$ cat src/uarx_pkg.sv
/*
  Package for the asynchronous receive recovery block: frame sizes,
  sample counts, voting positions and the frame result carrier.
  Assumes a single system clock and a sample tick from an outside divider.
*/
package uarx_pkg;

  // ************************************************************
  // Sampling figures
  // ************************************************************
  localparam logic [4:0] samples_normal  = 5'h10;
  localparam logic [4:0] samples_double  = 5'h08;
  localparam logic [4:0] vote_first_norm = 5'h08;
  localparam logic [4:0] vote_first_dbl  = 5'h04;
  localparam logic [3:0] min_data_bits   = 4'h5;
  localparam logic [3:0] max_data_bits   = 4'ha;
  localparam logic [1:0] sync_reset      = 2'h3;

  // ************************************************************
  // Receiver states and result carrier
  // ************************************************************
  typedef enum logic [2:0]
  {
    st_idle  = 3'b001,
    st_start = 3'b010,
    st_data  = 3'b100
  } uarx_state_type;

  typedef struct packed
  {
    logic [9:0] data;
    logic       frame_error;
  } uarx_frame_type;

endpackage

$ cat src/uarx_recovery.sv
/*
  Receive clock and data recovery front end of an asynchronous serial port.
  Assumes sample_tick pulses one mclk cycle at 16x (or 8x in double speed)
  the baud rate, and that the receive buffer takes each frame_valid pulse.
*/
// Behaviour
// - Sample at 16x, or 8x in double speed.
// - Falling edge starts qualification, first low is one.
// - Vote samples 8,9,10 or 4,5,6 for start.
// - Majority high start is noise; resume waiting.
// - Resynchronise sample phase on each accepted start.
// - Sixteen or eight sample states per bit.
// - Data bits take majority of centre samples.
// - Stop after first stop bit; ignore others.
// - Stop bit voted; zero sets frame error.
// - New start accepted right after stop vote.
// - Frames carry five to ten data bits.
// - Frame error travels with its frame.
module uarx_recovery
(
  input  wire logic                    mclk,
  input  wire logic                    sys_rst,
  input  wire logic                    sample_tick,
  input  wire logic                    double_speed_select,
  input  wire logic [3:0]              data_bits,
  input  wire logic                    serial_rx_pin,
  output      logic                    frame_valid,
  output      uarx_pkg::uarx_frame_type frame_out,
  output      logic                    frame_error_flag,
  output      logic                    busy
);

  // ************************************************************
  // Input synchroniser
  // ************************************************************
  logic [1:0] sync_chain;
  logic       line_prev;

  // Stage one is read only by stage two, so metastability cannot spread.
  always_ff @(posedge mclk)
  begin
    if (sys_rst)
    begin
      sync_chain <= uarx_pkg::sync_reset;
    end
    else
    begin
      sync_chain <= {sync_chain[0], serial_rx_pin};
    end
  end

  wire line_s = sync_chain[1];

  // ************************************************************
  // Mode decode
  // ************************************************************
  uarx_pkg::uarx_state_type state;
  uarx_pkg::uarx_state_type next_state;
  logic [4:0] sample_num;
  logic [3:0] bit_idx;
  logic [1:0] high_votes;
  logic [9:0] shift_data;

  // Out of range sizes are clamped so a frame always ends.
  wire [3:0] size_lo  = (data_bits < uarx_pkg::min_data_bits) ? uarx_pkg::min_data_bits
                                                              : data_bits;
  wire [3:0] size_eff = (size_lo > uarx_pkg::max_data_bits) ? uarx_pkg::max_data_bits
                                                            : size_lo;
  wire [4:0] per_bit  = double_speed_select ? uarx_pkg::samples_double
                                            : uarx_pkg::samples_normal;
  wire [4:0] vote_lo  = double_speed_select ? uarx_pkg::vote_first_dbl
                                            : uarx_pkg::vote_first_norm;
  wire [4:0] vote_hi  = vote_lo + 5'h02;
  wire       in_vote  = (sample_num >= vote_lo) && (sample_num <= vote_hi);
  wire       vote_end = sample_num == vote_hi;
  wire [1:0] votes    = high_votes + {1'b0, line_s};
  wire       majority = votes[1];
  wire       fall     = line_prev && !line_s;
  wire       is_stop  = bit_idx == size_eff;
  wire       bit_done = sample_tick && vote_end;

  // Next state: start is voted at the centre, data and stop likewise.
  always_comb
  begin
    next_state = state;
    case (state)
      uarx_pkg::st_idle:
        if (sample_tick && fall)
          next_state = uarx_pkg::st_start;
      uarx_pkg::st_start:
        if (bit_done)
          next_state = majority ? uarx_pkg::st_idle : uarx_pkg::st_data;
      uarx_pkg::st_data:
        if (bit_done && is_stop)
          next_state = uarx_pkg::st_idle;
      default:
        next_state = uarx_pkg::st_idle;
    endcase
  end

  // ************************************************************
  // Sample counter, voting and shifting
  // ************************************************************
  // The edge detector watches only on ticks; idle line is taken as high.
  always_ff @(posedge mclk)
  begin
    if (sys_rst)
    begin
      line_prev <= 1'b1;
    end
    else if (sample_tick)
    begin
      line_prev <= line_s;
    end
  end

  // The counter loads two on each idle tick, so the first low sample of each frame counts as one.
  always_ff @(posedge mclk)
  begin
    if (sys_rst)
    begin
      state      <= uarx_pkg::st_idle;
      sample_num <= 5'h00;
      bit_idx    <= 4'h0;
      high_votes <= 2'h0;
    end
    else
    begin
      state <= next_state;
      if (sample_tick)
      begin
        if (state == uarx_pkg::st_idle)
        begin
          sample_num <= 5'h02;
          bit_idx    <= 4'h0;
          high_votes <= 2'h0;
        end
        else if (bit_done)
        begin
          // The count carries on with the sample after the last vote, so each bit
          // keeps its full length and the next bit starts at sample one.
          sample_num <= vote_hi + 5'h01;
          high_votes <= 2'h0;
          if (state == uarx_pkg::st_data)
            bit_idx <= bit_idx + 4'h1;
        end
        else
        begin
          sample_num <= (sample_num == per_bit) ? 5'h01 : sample_num + 5'h01;
          if (in_vote)
            high_votes <= votes;
        end
      end
    end
  end

  // Data shifts LSB first into the top, then is aligned on output.
  always_ff @(posedge mclk)
  begin
    if (sys_rst)
    begin
      shift_data <= 10'h000;
    end
    else if (bit_done && state == uarx_pkg::st_data && !is_stop)
    begin
      shift_data <= {majority, shift_data[9:1]};
    end
  end

  wire [9:0] aligned = shift_data >> (uarx_pkg::max_data_bits - size_eff);

  // ************************************************************
  // Frame result
  // ************************************************************
  // The error flag is held with the frame so the buffer stores them together.
  always_ff @(posedge mclk)
  begin
    if (sys_rst)
    begin
      frame_valid      <= 1'b0;
      frame_out        <= '0;
      frame_error_flag <= 1'b0;
      busy             <= 1'b0;
    end
    else
    begin
      frame_valid <= bit_done && state == uarx_pkg::st_data && is_stop;
      busy        <= next_state != uarx_pkg::st_idle;
      if (bit_done && state == uarx_pkg::st_data && is_stop)
      begin
        frame_out.data        <= aligned;
        frame_out.frame_error <= !majority;
        frame_error_flag      <= !majority;
      end
    end
  end

  // ************************************************************
  // Checks
  // ************************************************************
  stop_error_a: assert property (@(posedge mclk) disable iff (sys_rst)
    (bit_done && state == uarx_pkg::st_data && is_stop) |=> frame_error_flag == !$past(majority))
    else $error("frame error does not follow stop vote");
  noise_reject_a: assert property (@(posedge mclk) disable iff (sys_rst)
    (bit_done && state == uarx_pkg::st_start && majority) |=> state == uarx_pkg::st_idle)
    else $error("noisy start not rejected");
  start_accept_a: assert property (@(posedge mclk) disable iff (sys_rst)
    (bit_done && state == uarx_pkg::st_start && !majority) |=> state == uarx_pkg::st_data)
    else $error("valid start not accepted");
  first_sample_a: assert property (@(posedge mclk) disable iff (sys_rst)
    (sample_tick && state == uarx_pkg::st_idle && fall) |=> sample_num == 5'h02)
    else $error("first low sample not counted as one");
  count_range_a: assert property (@(posedge mclk) disable iff (sys_rst)
    sample_num <= uarx_pkg::samples_normal)
    else $error("sample counter out of range");
  pulse_once_a: assert property (@(posedge mclk) disable iff (sys_rst)
    frame_valid |=> !frame_valid)
    else $error("frame valid longer than one cycle");
  frame_carry_a: assert property (@(posedge mclk) disable iff (sys_rst)
    frame_valid |-> frame_out.frame_error == frame_error_flag)
    else $error("frame error not stored with frame");
  idle_after_a: assert property (@(posedge mclk) disable iff (sys_rst)
    frame_valid |-> state == uarx_pkg::st_idle)
    else $error("receiver not ready after stop vote");
  good_frame_c: cover property (@(posedge mclk) frame_valid && !frame_error_flag);
  bad_frame_c: cover property (@(posedge mclk) frame_valid && frame_error_flag);
  noise_c: cover property (@(posedge mclk)
    bit_done && state == uarx_pkg::st_start && majority);
  double_c: cover property (@(posedge mclk) frame_valid && double_speed_select);

endmodule

$ cat config.mk
export PLATFORM = sky130hd
export DESIGN_NAME = uarx_recovery
export DESIGN_NICKNAME = d
export VERILOG_FILES = /design/src/uarx_pkg.sv /design/src/uarx_recovery.sv
export SDC_FILE = /design/constraint.sdc
export NUM_CORES = 1
export LEC_CHECK = 0
export BUFFER_PORTS_ARGS = -buffer_cell sky130_fd_sc_hd__buf_2
export CAP_MARGIN = 20
export CORE_ASPECT_RATIO = 0.7
export CORE_UTILIZATION = 40
export CTS_CLUSTER_SIZE = 20
export DETAILED_ROUTE_END_ITERATION = 8
export GPL_TIMING_DRIVEN = 0
export PLACE_DENSITY = 0.55
export SLEW_MARGIN = 20
export SYNTH_ARGS = -nofsm -noshare
export SYNTH_HDL_FRONTEND = slang
export SYNTH_SLANG_ARGS = --single-unit
$ cat constraint.sdc
create_clock -name mclk -period 3.05 [get_ports mclk]
set_input_delay 0.4575 -clock mclk [delete_from_list [all_inputs] [get_ports mclk]]
set_output_delay 0.4575 -clock mclk [all_outputs]
set_load 0.05 [all_outputs]
Yosys cells after proc, flatten, opt, wreduce, memory -nomap -nowiden
Cells that the tools add are included.
- add/sub/neg operators: 6
- $mul: 0
- divide/modulo/power cells: 0
- magnitude comparators: 4
- eq/ne operators: 7
- shift-type cells: 1
- muxes and demuxes: 18
- bitwise logic cells: 0
- reductions and logical operators: 16
- operator list (operator ; count):
    $mux 4 ; 6
    $mux 5 ; 4
    $mux 3 ; 4
    $add 5x1->5 const B ; 2
    $eq 5x5->1 ; 2
    $shr 10x4->10 ; 1
    $pmux 3 s3 ; 1
    $logic_and 1x1->1 ; 8
    $mux 2 ; 3
    $add 4x2->5 const B ; 1
    $ge 5x4->1 ; 1
    $le 5x5->1 ; 1
    $add 4x1->4 const B ; 1
    $eq 4x4->1 ; 1
    $gt 4x4->1 const B ; 1
    $lt 4x3->1 const B ; 1
    $reduce_bool 2->1 ; 2
    $sub 4x4->4 const A ; 1
    $eq 3x1->1 const B ; 1
    $eq 3x2->1 const B ; 1
    $eq 3x3->1 const B ; 1
    $logic_not 1->1 ; 3
    $ne 3x1->1 const B ; 1
    $reduce_and 3->1 ; 1
    other kinds (3) ; 3
- register bits: 40
- latch bits: 0
- bits in writable memories: 0
- bits in read-only memories: 0
- bits of input ports: 9
- output and inout bits: 14
- word-level logic and storage cells: 63
- memories: 0

Logic depth before layout (Yosys ltp)
- word-level depth: 9
- mapped depth: 12
- mapped depth without buffers: 10

Worst setup path after synthesis
OpenSTA, ideal clock, no wires.
- path type: input to register
- from: in data_bits[1]
- to: reg frame_out[4] (netlist name)
- arrival: 2.414 ns
- data required time: 2.980 ns
- path slack: 0.566 ns
- cell stages on the path: 12
- buffers on the path: 2
- path through: buf_2 -> nand2b_1 -> a21o_2 -> nand2_4 -> ha_1 -> nand2b_1 -> and2_1 -> clkbuf_1 -> nand4_1 -> o311ai_0 -> o211ai_1 -> a21oi_1
- cells in the longest elaborated chain, start to end: 6
- RTL lines (element ; line ; RTL):
    start: declaration ; uarx_recovery.sv:25 ; input wire logic [3:0] data_bits,
    $lt 4x3->1 ; uarx_recovery.sv:65 ; wire [3:0] size_lo = (data_bits < uarx_pkg::min_data_bits) ? uarx_pkg::min_data_bits
    $mux 4 * ; uarx_recovery.sv:65 ;
    $gt 4x4->1 ; uarx_recovery.sv:67 ; wire [3:0] size_eff = (size_lo > uarx_pkg::max_data_bits) ? uarx_pkg::max_data_bits
    $mux 4 * ; uarx_recovery.sv:67 ;
    $sub 4x4->4 or $eq 4x4->1 (tied branches) ; uarx_recovery.sv:170, uarx_recovery.sv:79 ;
    $shr 10x4->10 or $logic_and 1x1->1 (tied branches) ; uarx_recovery.sv:170, uarx_recovery.sv:189 ;
    end: declaration ; uarx_recovery.sv:28 ; output uarx_pkg::uarx_frame_type frame_out,
Mark *: on every way between the ends. The rest lies on a longest branch, timed or not.
A chain may end at the register's enable or synchronous reset.

Worst setup path in the final report
Ends and elaborated chain as after synthesis.

==> implementation parameters <==
Parameter                              Value

Setup path
  Worst setup path startpoint    data_bits[1]
  CP Cell Sequence    buf_2, nand2b_1, a21o_2, nand2_4, ha_1, nand2b_1, and2_1, clkbuf_1, nand4_1, o311ai_0, o211ai_1, a21oi_1
  Top cell by count, worst path    sky130_fd_sc_hd__nand2b_1
  Data arrival time at the worst-slack endpoint    2.82 ns
  Startpoint of the worst-slack reg-to-reg timing path    sample_num[2]
  Category of the worst setup path capture point    register
  Worst Reg2Reg Path Length in Cells    8
  Crit path largest cell delay    0.41 ns
  Library cell contributing the largest single delay on the critical path    sky130_fd_sc_hd__clkbuf_1
  Element type at the critical path start    input port
  Crit path max fanout    10
  CP required    3.28 ns
  Critical path start-end classification    in -> reg

Pwr
  Leakage power figure    1.16 nW
  Power density relative to cell area    418 mW/mm2
  Design Power    0.00111 W
  Largest vdd supply drop    262 uV

Floorplan
  Die width    93.9 um
  Starting utilization of the core area    41.5%
  Die boundary height    66.3 um
  Total I/O pin count    23
  Die area    0.00622 mm2
  Area inside the core boundary    0.00570 mm2
  Std-Cell Rows    23

Cells and area
  Most common library cell in the layout ignoring fill and taps    sky130_fd_sc_hd__dfxtp_1
  Number of non-filler instances in the completed layout    378
  Count of nets after finishing    319
  Most used cells in the layout excluding fill and tap cells    40 x sky130_fd_sc_hd__dfxtp_1, 35 x sky130_fd_sc_hd__nor2_1, 23 x sky130_fd_sc_hd__buf_2
  Antenna Diode Count    0
  Fraction of final layout cells with drive strength greater than 1    19.1%
  Synthesis-to-finish area growth    12.9%

Clock network
  Setup Fix Bufs, Post-CTS    0
  TritonCTS clock tree    built
  Number of hold-repair buffers added at the cts stage    0
  Source-to-sink clock delay at the later pin of the worst-skew pair    0.29 ns
  Post-CTS sizing    0
  Number of H-tree levels    2
  TritonCTS Buffers    5
  Clock Sinks    40
  Clock root buffer master    sky130_fd_sc_hd__clkbuf_8
  Number of buffers between clock root and the deepest sink    2
  Clk pin slew, worst setup/hold paths    0.08 ns

Placement
  Inst Count DP    370
  Routability-driven placement congestion ratio    0.930
  Placed wire-length estimate    4.09 mm
  Pre-CTS setup slack    0.206 ns
  Input/output buffers    19

Logic synthesis
  Warnings from Yosys    0
  Synthesized netlist net count    293
  Cell type with the highest aggregate area in the netlist    sky130_fd_sc_hd__dfxtp_1
  Mean area per synthesized cell    8.56 um2
  Post-synth top flop    sky130_fd_sc_hd__dfxtp_1
  Proportion of netlist area held by the largest area contributor    33.9%
  EDFF count, synth    0
  Number of instances in the synthesized netlist    276
  Sequential area share after synthesis    33.9%
  Netlist cell types    58
  Cell area after technology mapping    0.00236 mm2
  Ys async rst share    0%
  Largest cells by area after synthesis    sky130_fd_sc_hd__dfxtp_1 34%, sky130_fd_sc_hd__mux2i_1 6.4%, sky130_fd_sc_hd__nor2_1 5.6%
  #FFs+latches synth    40

Global routing
  Wire length of the first global-routing pass    8.58 mm
  Number of antenna violations at the first check in global routing    0
  Maximum number of pins on one net before global-route repair    15
  Total GRT Usage    18.3%
  Grt ovf    0
  Vias in the first global route    1666

Min path
  Worst hold path depth    2
  Hold WC Path Type    in -> reg
  Worst min-delay path startpoint    serial_rx_pin

Drt
  Detailed-route via count    2001
  Routed Antenna Nets    0
  Number of DRC markers in iteration 0    123
  Number of remaining DRC errors    0
  Avg WL per Cell    14.4 um
  Drt total wl    5.45 mm
  Total iterations of the first detailed-routing run    4
  Vias/cell    5.29

Timing
  Number of slew-limit violations in the final report    0
  Least-Margin Pin Slew    0.586 ns
  Number of endpoints failing setup at the final stage    0
  Slew Limit Headroom    60.9%
  Time the final worst path needs with I/O delays and setup    2.59 ns
  Hold Violations, Final    0
  Final clock period utilization by the worst path    85.0%
  Total negative setup slack    0 ns
  Setup repair after global routing missed its margin    no
  Peak clock frequency supported by timing    0.386 GHz
  Worst-case setup margin in the final layout    0.458 ns
  Worst clock skew    0.00524 ns

Status
  Status    completed

Flow run
  Total of max-cap violations    0
==> area by class of cell <==
type | count | area, um2
tap | 75 | 93.8
fill | 587 | 3030
clock buffer | 5 | 68.8
inverter | 12 | 45.0
timing repair buffer | 19 | 95.1
clock inverter | 3 | 47.5
buffer | 16 | 83.8
sequential | 40 | 801
multi-input combinational | 208 | 1430
==> synth_stat cells (3+ instances only) <==
cell and number:
sky130_fd_sc_hd__mux2i_1 15, sky130_fd_sc_hd__a21boi_0 3, sky130_fd_sc_hd__nor3b_1 5, sky130_fd_sc_hd__nor2b_1 3, sky130_fd_sc_hd__mux2_2 3, sky130_fd_sc_hd__or2_2 5
sky130_fd_sc_hd__nor4_1 4, sky130_fd_sc_hd__nor2_1 35, sky130_fd_sc_hd__o21ai_0 6, sky130_fd_sc_hd__nand2_1 19, sky130_fd_sc_hd__nand3_1 9, sky130_fd_sc_hd__nand4_1 4
sky130_fd_sc_hd__buf_2 4, sky130_fd_sc_hd__dfxtp_1 40, sky130_fd_sc_hd__clkbuf_1 9, sky130_fd_sc_hd__a31oi_1 4, sky130_fd_sc_hd__o21bai_1 4, sky130_fd_sc_hd__ha_1 8
sky130_fd_sc_hd__xor2_1 4, sky130_fd_sc_hd__nand2b_1 11, sky130_fd_sc_hd__a21oi_1 19, sky130_fd_sc_hd__inv_1 11, sky130_fd_sc_hd__mux4_2 3, sky130_fd_sc_hd__and3_1 3
==> where the power goes <==
group,switching (W),leakage [nW],internal (W),total (W)
clock,0.000200,0.0583,0.000247,0.000446
sequential,0.00000580,0.323,0.000528,0.000533
combinational,0.0000871,0.778,0.0000476,0.000135
==> critical path: cells and delay by family <==
family	cells	cell delay (ns)
compound gates	4	0.73
buf+inv	2	0.56
simple gates	5	0.88
fa+ha+maj	1	0.19
==> kinds of logic after synthesis <==
group                      synth area share, %
AOI/OAI and AO/OA                         17.4
xor gates and xnor gates                  1.85
adders and majority gates                 4.66
buffers and inverters                     5.45
DFF                                       33.9
muxes                                     10.6
and+or+nand+nor                           26.1
==> metrics by stage <==
step	util [%]	cell area, um2	hold slack, ns
6_report	46.8	2670	0.341
5_1_grt	46.8	2670	0.335
4_1_cts	46.8	2670	0.332
3_5_place_dp	44.8	2550	0.393
3_3_place_gp	44.8	2550	0.399
2_1_floorplan	-	2360	0.389
==> metal layers <==
layer / GRT usage (%) / wire length (um)
met5: 0 / 0
met4: 4.04 / 20
met3: 4.37 / 296
met2: 23.1 / 1910
met1: 29.7 / 3220
==> worst paths after layout <==
kind,to,slack [ns]
setup / recovery,frame_out[4],0.46
hold / removal,sync_chain[0],0.34
setup reg to reg,frame_out[9],0.62
hold reg to reg,sync_chain[1],0.41
==> sequential cells by signal (all words and copies together) (netlist names) <==
register	cells
sample_num	5
line_prev	1
high_votes	2
frame_error_flag	1
frame_out	10
bit_idx	4
sync_chain	2
busy	1
frame_valid	1
shift_data	10
state	3
(Power assumes the default switching activity.)
